File: config.mk
export PLATFORM = sky130hd
export DESIGN_NAME = stream_to_memory_channel_status
export DESIGN_NICKNAME = d
export VERILOG_FILES = /design/src/rtl/stream_to_memory_channel_status.v
export VERILOG_INCLUDE_DIRS = /design/src /design/src/rtl
export SDC_FILE = /design/constraint.sdc
export NUM_CORES = 1
export LEC_CHECK = 0
export CELL_PAD_IN_SITES_DETAIL_PLACEMENT = 1
export CELL_PAD_IN_SITES_GLOBAL_PLACEMENT = 2
export CORE_ASPECT_RATIO = 0.6
export CORE_UTILIZATION = 39
export CTS_CLUSTER_DIAMETER = 200
export CTS_CLUSTER_SIZE = 10
export DETAILED_ROUTE_END_ITERATION = 7
export DONT_BUFFER_PORTS = 1
export PLACE_DENSITY = 0.92
export SLEW_MARGIN = 20
export SYNTH_ARGS = -nofsm -noshare
export SYNTH_HDL_FRONTEND = slang
export SYNTH_SLANG_ARGS = --single-unit
File: constraint.sdc
create_clock -name clk_in -period 3.6 [get_ports clk_in]
set_clock_uncertainty 0.05 [all_clocks]
set_input_delay 0.72 -clock clk_in [delete_from_list [all_inputs] [get_ports clk_in]]
set_output_delay 0.72 -clock clk_in [all_outputs]
set_load 0.01 [all_outputs]
File: src/rtl/stream_to_memory_channel_status_regs.vh
/*
  Offsets, field positions, reset values and timing counts for the
  stream-to-memory channel status block.
  Assumes inclusion by bare name from the design file.
*/
`ifndef STREAM_TO_MEMORY_CHANNEL_STATUS_REGS_VH
`define STREAM_TO_MEMORY_CHANNEL_STATUS_REGS_VH

// register byte offsets
`define OFF_CTRL        8'h30
`define OFF_STATUS      8'h34
`define OFF_LENGTH      8'h58
`define OFF_TAIL        8'h48
`define OFF_IRQ_STATUS  8'h60
`define OFF_IRQ_MASK    8'h64

// status fields
`define ST_HALTED       0
`define ST_IDLE         1
`define ST_RSVD         2
`define ST_SG_INCLD     3
`define ST_INT_ERR      4

// control fields
`define CTRL_RUN_STOP   0

// interrupt event bits
`define EV_HALTED       0
`define EV_IDLE         1
`define EV_INT_ERR      2
`define EV_WIDTH        3

// reset values
`define RST_HALTED      1'b1
`define RST_IDLE        1'b0
`define RST_LENGTH      26'h0000000

// timing: drain lag after run/stop clears, in ns and in cycles at 50 ns
`define DRAIN_TIME_NS   200
`define CLK_PERIOD_NS   50
// 200 ns at 50 ns is four cycles; sized to match the 3-bit drain counter
`define DRAIN_CYCLES    3'h4

`endif

File: src/rtl/stream_to_memory_channel_status.v
/*
  Stream-to-memory channel control/status core: run/stop control, halted and
  idle tracking, internal error detection with graceful halt, and a sticky
  interrupt status with mask.
  Assumes a single 20 MHz clock, synchronous inputs, and a simple register port
  (address, write data, write strobe, read strobe, read data one cycle later).
*/
// Summary of operation
// - bit 0 shows halted; reads 1 after reset
// - sg: halt after run/stop low, engines quiet
// - direct: halt after run/stop low, mover quiet
// - halt lags run/stop; software polls
// - halted sg ignores tail pointer writes
// - sg idle when tail reached, all done
// - direct idle once current transfer done
// - idle reads 0 while halted
// - direct idle 0 until first transfer
// - bit 2 reserved, reads zero
// - bit 3 mirrors descriptor engine build option
// - sg: error on zero-length fetched descriptor
// - sg: error on received length field mismatch
// - direct: error on memory write fault
// - direct: error when packet exceeds length
// - error clears run/stop, halts when drained
`include "stream_to_memory_channel_status_regs.vh"
`timescale 1ns/1ps
`default_nettype none

module stream_to_memory_channel_status #(
  parameter       descriptor_engine_build_option = 1
) (
  input  wire        clk_in,
  input  wire        rst_n_in,
  input  wire [7:0]  addr_in,
  input  wire [31:0] wdata_in,
  input  wire        wr_in,
  input  wire        rd_in,
  output reg  [31:0] rdata_out,
  output reg         irq_out,
  // datapath activity and events from the mover and descriptor engine
  input  wire        mover_busy_in,
  input  wire        fetch_busy_in,
  input  wire        xfer_done_in,
  input  wire        sg_tail_reached_in,
  input  wire        sg_queue_empty_in,
  input  wire        desc_fetched_in,
  input  wire [25:0] desc_len_in,
  input  wire        stat_len_valid_in,
  input  wire [25:0] received_length_field_in,
  input  wire [25:0] stream_pkt_bytes_in,
  input  wire        mem_write_err_in,
  input  wire        pkt_end_in,
  input  wire [25:0] pkt_bytes_in,
  output reg         start_sg_out,
  output reg         start_direct_out,
  output reg  [25:0] xfer_len_out,
  output reg         run_stop_out
);

  // build option folded to one bit; the block is specialised at
  // elaboration, so the unused mode's error sources cost no logic.
  // limitation: run/stop is the only control bit handled here; the
  // remaining control fields live with the rest of the channel
  localparam SG = (descriptor_engine_build_option != 0);

  // channel states, one-hot:
  //   halted - run/stop low or just restarted; no starts accepted
  //   run    - engines may move data or fetch descriptors
  //   drain  - run/stop dropped or error seen; wait for engines to go
  //            quiet and for the drain count to expire before halting
  //   idle   - running with nothing queued; a new pointer or length
  //            write moves back to run
  localparam [3:0] S_HALTED  = 4'h1;
  localparam [3:0] S_RUN     = 4'h2;
  localparam [3:0] S_DRAIN   = 4'h4;
  localparam [3:0] S_IDLE    = 4'h8;

  reg [3:0]  state_r;
  reg [3:0]  state_nxt;
  reg        run_stop_r;
  reg        halted_r;
  reg        idle_r;
  reg        int_err_r;
  reg        first_done_r;
  reg [2:0]  drain_cnt_r;
  reg [`EV_WIDTH-1:0] irq_stat_r;
  reg [`EV_WIDTH-1:0] irq_mask_r;
  reg        err_evt;
  reg        engines_quiet;
  reg [31:0] status_word;
  reg        halted_prev_r;
  reg        idle_prev_r;

  // register decode, shared by read and write paths
  function hit;
    input [7:0] a;
    input [7:0] off;
    begin
      hit = (a == off);
    end
  endfunction

  // read mux; unmapped addresses read zero
  function [31:0] read_word;
    input [7:0]           a;
    input [31:0]          st;
    input                 rs;
    input [25:0]          len;
    input [`EV_WIDTH-1:0] ist;
    input [`EV_WIDTH-1:0] imk;
    begin
      if (hit(a, `OFF_STATUS))
        read_word = st;
      else if (hit(a, `OFF_CTRL))
        read_word = {31'h00000000, rs};
      else if (hit(a, `OFF_LENGTH))
        read_word = {6'h00, len};
      else if (hit(a, `OFF_IRQ_STATUS))
        read_word = {29'h00000000, ist};
      else if (hit(a, `OFF_IRQ_MASK))
        read_word = {29'h00000000, imk};
      else
        read_word = 32'h00000000;
    end
  endfunction

  // write decodes, one per writable register except tail (decoded inline), so every process sees the same hit;
  // keeps the flag processes short and their priorities easy to read
  wire                 wr_ctrl;
  wire                 wr_len;
  wire                 wr_irq_stat;
  wire                 wr_irq_mask;
  wire [`EV_WIDTH-1:0] w1c_bits;
  wire [`EV_WIDTH-1:0] ev_bits;

  // strobes qualified by address
  assign wr_ctrl     = wr_in && hit(addr_in, `OFF_CTRL);
  assign wr_len      = wr_in && hit(addr_in, `OFF_LENGTH);
  assign wr_irq_stat = wr_in && hit(addr_in, `OFF_IRQ_STATUS);
  assign wr_irq_mask = wr_in && hit(addr_in, `OFF_IRQ_MASK);
  assign w1c_bits    = wr_irq_stat ? wdata_in[`EV_WIDTH-1:0] : {`EV_WIDTH{1'b0}};

  // error sources; checks gated by mode since sources differ per build.
  // a source that fires while halted is ignored further down, so a
  // stray pulse after shutdown cannot re-arm the error flag
  always @* begin
    err_evt = 1'b0;
    if (SG) begin
      if (desc_fetched_in && desc_len_in == 26'h0000000)
        err_evt = 1'b1;
      if (stat_len_valid_in && received_length_field_in != stream_pkt_bytes_in)
        err_evt = 1'b1;
    end else begin
      if (mem_write_err_in)
        err_evt = 1'b1;
      if (pkt_end_in && pkt_bytes_in > xfer_len_out)
        err_evt = 1'b1;
    end
  end

  // quiet means no data movement and, with sg, no fetch activity
  always @* begin
    if (SG)
      engines_quiet = !mover_busy_in && !fetch_busy_in;
    else
      engines_quiet = !mover_busy_in;
  end

  // channel state machine; a fresh error in run or idle heads straight
  // to drain, so software cannot hold the channel running past it
  always @* begin
    state_nxt = state_r;
    case (state_r)
      S_HALTED: begin
        if (run_stop_r && !int_err_r)
          state_nxt = S_RUN;
      end
      S_RUN: begin
        if (!run_stop_r || err_evt)
          state_nxt = S_DRAIN;
        else if (SG && sg_tail_reached_in && sg_queue_empty_in)
          state_nxt = S_IDLE;
        else if (!SG && xfer_done_in)
          state_nxt = S_IDLE;
      end
      S_IDLE: begin
        if (!run_stop_r || err_evt)
          state_nxt = S_DRAIN;
        else if (wr_in && SG && hit(addr_in, `OFF_TAIL))
          state_nxt = S_RUN;
        else if (wr_in && !SG && hit(addr_in, `OFF_LENGTH))
          state_nxt = S_RUN;
      end
      S_DRAIN: begin
        // lag between run/stop low and halted gives engines time to flush
        if (engines_quiet && drain_cnt_r == 3'h0)
          state_nxt = S_HALTED;
      end
      default: state_nxt = S_HALTED;
    endcase
  end

  // state register
  always @(posedge clk_in or negedge rst_n_in) begin
    if (!rst_n_in) begin
      state_r <= S_HALTED;
    end else begin
      state_r <= state_nxt;
    end
  end

  // run/stop; error wins over a software set in the same cycle
  always @(posedge clk_in or negedge rst_n_in) begin
    if (!rst_n_in) begin
      run_stop_r <= 1'b0;
    end else if (err_evt && !halted_r) begin
      run_stop_r <= 1'b0;
    end else if (wr_ctrl) begin
      run_stop_r <= wdata_in[`CTRL_RUN_STOP];
    end
  end

  // internal error, sticky until software restarts a halted channel;
  // clearing only while halted keeps a live fault from being masked
  always @(posedge clk_in or negedge rst_n_in) begin
    if (!rst_n_in) begin
      int_err_r <= 1'b0;
    end else if (err_evt && !halted_r) begin
      int_err_r <= 1'b1;
    end else if (wr_ctrl && wdata_in[`CTRL_RUN_STOP] && halted_r) begin
      int_err_r <= 1'b0;
    end
  end

  // drain counter, loaded on entry to the drain state
  always @(posedge clk_in or negedge rst_n_in) begin
    if (!rst_n_in) begin
      drain_cnt_r <= 3'h0;
    end else if (state_r != S_DRAIN && state_nxt == S_DRAIN) begin
      drain_cnt_r <= `DRAIN_CYCLES;
    end else if (drain_cnt_r != 3'h0) begin
      drain_cnt_r <= drain_cnt_r - 3'h1;
    end
  end

  // halted follows the next state, so it moves on the same edge as the fsm
  always @(posedge clk_in or negedge rst_n_in) begin
    if (!rst_n_in) begin
      halted_r <= `RST_HALTED;
    end else begin
      halted_r <= (state_nxt == S_HALTED);
    end
  end

  // first completed direct transfer, never cleared until reset
  always @(posedge clk_in or negedge rst_n_in) begin
    if (!rst_n_in) begin
      first_done_r <= 1'b0;
    end else if (!SG && state_r == S_RUN && xfer_done_in) begin
      first_done_r <= 1'b1;
    end
  end

  // idle only when not halted, and in direct mode after first transfer;
  // done pulse counted directly so idle is not a cycle late the first time
  always @(posedge clk_in or negedge rst_n_in) begin
    if (!rst_n_in) begin
      idle_r <= `RST_IDLE;
    end else begin
      idle_r <= (state_nxt == S_IDLE) && (SG || first_done_r || xfer_done_in);
    end
  end

  // length accepted whenever not halted, drain included; halted ignores it
  // in either mode, so a length written after halt cannot be picked up later
  always @(posedge clk_in or negedge rst_n_in) begin
    if (!rst_n_in) begin
      xfer_len_out <= `RST_LENGTH;
    end else if (wr_len && !halted_r) begin
      xfer_len_out <= wdata_in[25:0];
    end
  end

  // tail write starts the descriptor engine only while running;
  // a halted channel ignores it so stale pointers cannot kick off work
  always @(posedge clk_in or negedge rst_n_in) begin
    if (!rst_n_in) begin
      start_sg_out <= 1'b0;
    end else begin
      start_sg_out <= SG && wr_in && hit(addr_in, `OFF_TAIL) && run_stop_r && !halted_r;
    end
  end

  // length write starts a direct transfer only while running
  always @(posedge clk_in or negedge rst_n_in) begin
    if (!rst_n_in) begin
      start_direct_out <= 1'b0;
    end else begin
      start_direct_out <= !SG && wr_len && run_stop_r && !halted_r;
    end
  end

  // registered copy of run/stop for the datapath
  always @(posedge clk_in or negedge rst_n_in) begin
    if (!rst_n_in) begin
      run_stop_out <= 1'b0;
    end else begin
      run_stop_out <= run_stop_r;
    end
  end

  // status word assembly; no write path reaches bits 0..4
  always @* begin
    status_word = 32'h00000000;
    status_word[`ST_HALTED]   = halted_r;
    status_word[`ST_IDLE]     = idle_r && !halted_r;
    status_word[`ST_RSVD]     = 1'b0;
    status_word[`ST_SG_INCLD] = SG;
    status_word[`ST_INT_ERR]  = int_err_r;
  end

  // event pulses: halted rise, idle rise, newly seen error
  assign ev_bits = {err_evt && !halted_r, idle_r && !idle_prev_r, halted_r && !halted_prev_r};

  // edge history; reset matches the flags so no false edge follows reset
  always @(posedge clk_in or negedge rst_n_in) begin
    if (!rst_n_in) begin
      halted_prev_r <= `RST_HALTED;
      idle_prev_r   <= `RST_IDLE;
    end else begin
      halted_prev_r <= halted_r;
      idle_prev_r   <= idle_r;
    end
  end

  // interrupt mask
  always @(posedge clk_in or negedge rst_n_in) begin
    if (!rst_n_in) begin
      irq_mask_r <= {`EV_WIDTH{1'b0}};
    end else if (wr_irq_mask) begin
      irq_mask_r <= wdata_in[`EV_WIDTH-1:0];
    end
  end

  // sticky interrupt status: set wins over write-one-to-clear
  always @(posedge clk_in or negedge rst_n_in) begin
    if (!rst_n_in) begin
      irq_stat_r <= {`EV_WIDTH{1'b0}};
    end else begin
      irq_stat_r <= (irq_stat_r & ~w1c_bits) | ev_bits;
    end
  end

  // level interrupt, registered so the pin comes straight from a flop
  always @(posedge clk_in or negedge rst_n_in) begin
    if (!rst_n_in) begin
      irq_out <= 1'b0;
    end else begin
      irq_out <= |(irq_stat_r & irq_mask_r);
    end
  end

  // read data, one cycle after the strobe; zero otherwise so a stale word never lingers
  always @(posedge clk_in or negedge rst_n_in) begin
    if (!rst_n_in) begin
      rdata_out <= 32'h00000000;
    end else if (rd_in) begin
      rdata_out <= read_word(addr_in, status_word, run_stop_r, xfer_len_out, irq_stat_r, irq_mask_r);
    end else begin
      rdata_out <= 32'h00000000;
    end
  end

endmodule

`default_nettype wire

==> results_dict.tcl <==
set metrics [dict create \
    cts-root-buf "clkbuf_16" \
    dieArea_um2 8980 \
    cp_max_fo 3 \
    ys_warn_count 0 \
    initial_core_util 0.414 \
    cts_tree "done" \
    htree_levels 3 \
    hpwl_mm 6.07 \
    r2r_setup_slack_ps 1970 \
    cp.required_ps 3720 \
    worstSetupPathType "in2reg" \
    clock_sinks 74 \
    drt_pre_antenna_iters 4 \
    diodes 0 \
    crit_chain "xor2_1 > nor4_1 > a21boi_0 > a2111oi_0 > o21ai_0" \
    maxCapViolCount 0 \
    io_pins 219 \
    cts_hold_repair.buffers 0 \
    fp-row-count 25 \
    setup_viol 0 \
    arrival_ps 2410 \
    clkLatencyLatePin_ps 320 \
    maxSlewViolCount 0 \
    cts_resized 0 \
    postCtsSetupBuffers 0 \
    power.leakage_nw 1.87 \
    grt_pass1_vias 2372 \
    drive_gt1_frac 0.133 \
    post-route-period-util 0.636 \
    final_common_cell "dfrtp_1" \
    mostFrequentLayoutCells "71 x dfrtp_1, 26 x xor2_1, 24 x and3_1" \
    area.growth.synth_to_final_pct 13.1 \
    outcome "complete, no violations" \
    hp-class "in2async" \
    worst-r2r-cell-count 3 \
    path_clk_slew_ps 60 \
    dieHeight_um 73.8 \
    critPathCaptureType "flop" \
    vias_per_cell 5.57 \
    worst_pin_slew_ps 765 \
    antenna_found_initial 0 \
    synth_area_per_cell_um2 12.2 \
    final_nets 440 \
    crit_slowest_cell "a2111oi_0" \
    cts_buffer_depth 2 \
    rsz0062_at_grt "false" \
    ir_drop_v 0.000307 \
    drt_iter0_markers 73 \
    relSlewSlack 0.477 \
    place_congestion 0.833 \
    max_stage_delay_ps 750 \
    drc 0 \
    postRouteAntennaNets 0 \
    portBuffers 0 \
    power_density_nw_per_um2 538 \
    die_width_um 122 \
    grt_pass1_wl_mm 12.8 \
    fmax_ghz 0.437 \
    totalPowerFinal_mw 2.04 \
    synthesis.area_um2 3350 \
    final_hold_viol_count 0 \
    grt-ovfl-total 0 \
    synth-edff-count 0 \
    synth_seq_area_share 0.554 \
    grt_usage 0.191 \
    worstSetupStartpointType "input port" \
    vias 2195 \
    wl_per_cell_um 20.6 \
    period_minus_slack_ps 2290 \
    grt_max_degree 75 \
    wirelength_mm 8.10 \
    synth_cells 275 \
    r2r_start "halted_r" \
    core-area_um2 8100 \
    numCtsBuffers 9 \
    synth_async_sr_flop_share 1.00 \
    fin_setup_tns_ps 0 \
    yosys.cell_types.count 49 \
    whs_ps 30.3 \
    placedCellCount 378 \
    fin_cells 394 \
    reg2reg_to "xfer_len_out[15]" \
    synth-seq-cells 74 \
    ys.flop_type "dfrtp_1" \
]
-- through the flow --
stage | cell area, um^2 | util | worst slack (ps)
after floorplan | 3370 | - | 1160
after global placement | 3440 | 0.424 | 1080
after detailed placement | 3440 | 0.424 | 1020
after CTS | 3790 | 0.468 | 1380
after global routing | 3790 | 0.468 | 1240
final | 3790 | 0.468 | 1310
-- cells in the mapped netlist, drive strengths merged (2+ instances only) --
library cell	number	area (um^2)
a21boi	3	22.5
a22oi	3	22.5
and3	24	150
buf	9	75.1
clkbuf	5	18.8
dfrtp	71	1780
dfstp	3	78.8
ha	2	25.0
inv	8	30.0
mux2	31	349
nand2	12	45.0
nand2b	5	31.3
nand3	6	42.5
nand4	3	18.8
nor2	7	26.3
nor2b	4	25.0
nor3	4	20.0
nor4	13	103
nor4b	2	17.5
o21ai	11	55.1
xor2	26	228
-- power by group --
part           internal (mW)  leakage, nW  switching (mW)
Clock                  0.712        0.176           0.327
Sequential             0.859        0.996          0.0189
Combinational         0.0636        0.696          0.0613
-- per-layer routing --
layer / up-vias / track usage / share of wire
met5: - / 0 / 0
met4: 0 / 0.0727 / 0.014
met3: 13 / 0.0683 / 0.065
met2: 59 / 0.304 / 0.48
met1: 1136 / 0.239 / 0.44
li1: 987 / - / -
-- layout make-up --
class	instances	area, um^2
multi-input cells	185	1400
inverters	8	30.0
repair buffers	3	22.5
well taps	108	135
clock inverters	5	100
flip-flops and latches	74	1860
fillers	860	4310
clock buffers	11	253
-- worst max-delay path, delay by kind of cell --
kind | cells | cell delay, ps
AO/OA/AOI/OAI | 3 | 1160
AND/OR/NAND/NOR | 1 | 380
XOR/XNOR | 1 | 150
-- state kept, by name, indices dropped and copies added, names as in the netlist --
| signal | cells |
|---|---|
| drain_cnt_r | 3 |
| halted_prev_r | 1 |
| halted_r | 1 |
| idle_prev_r | 1 |
| idle_r | 1 |
| int_err_r | 1 |
| irq_mask_r | 3 |
| irq_out | 1 |
| irq_stat_r | 3 |
| rdata_out | 26 |
| run_stop_out | 1 |
| run_stop_r | 1 |
| start_sg_out | 1 |
| state_r | 4 |
| xfer_len_out | 26 |
-- kinds of logic (layout without fill, tap and decap cells) --
group / Yosys count / after routing / synth area share
adders and majority gates: 2 / 2 / 0.00746
muxes: 32 / 32 / 0.107
and+or+nand+nor: 85 / 85 / 0.156
AOI/OAI and AO/OA: 32 / 32 / 0.0672
DFF: 74 / 74 / 0.554
xor gates and xnor gates: 27 / 27 / 0.0705
other: 1 / 7 / 0.00112
buffers and inverters: 22 / 27 / 0.0370
-- worst max-delay path by stage --
stage	from	end	slack, ps	cells after the start
2_1_floorplan	addr_in[1]	xfer_len_out[0]	1160	5
3_3_place_gp	addr_in[1]	xfer_len_out[24]	1080	4
3_5_place_dp	addr_in[1]	xfer_len_out[1]	1020	4
4_1_cts	addr_in[1]	xfer_len_out[1]	1380	4
5_1_grt	stream_pkt_bytes_in[21]	idle_r	1240	5
6_report	stream_pkt_bytes_in[21]	state_r[2]	1310	5
No activity file was read; power rests on OpenSTA's default activity.
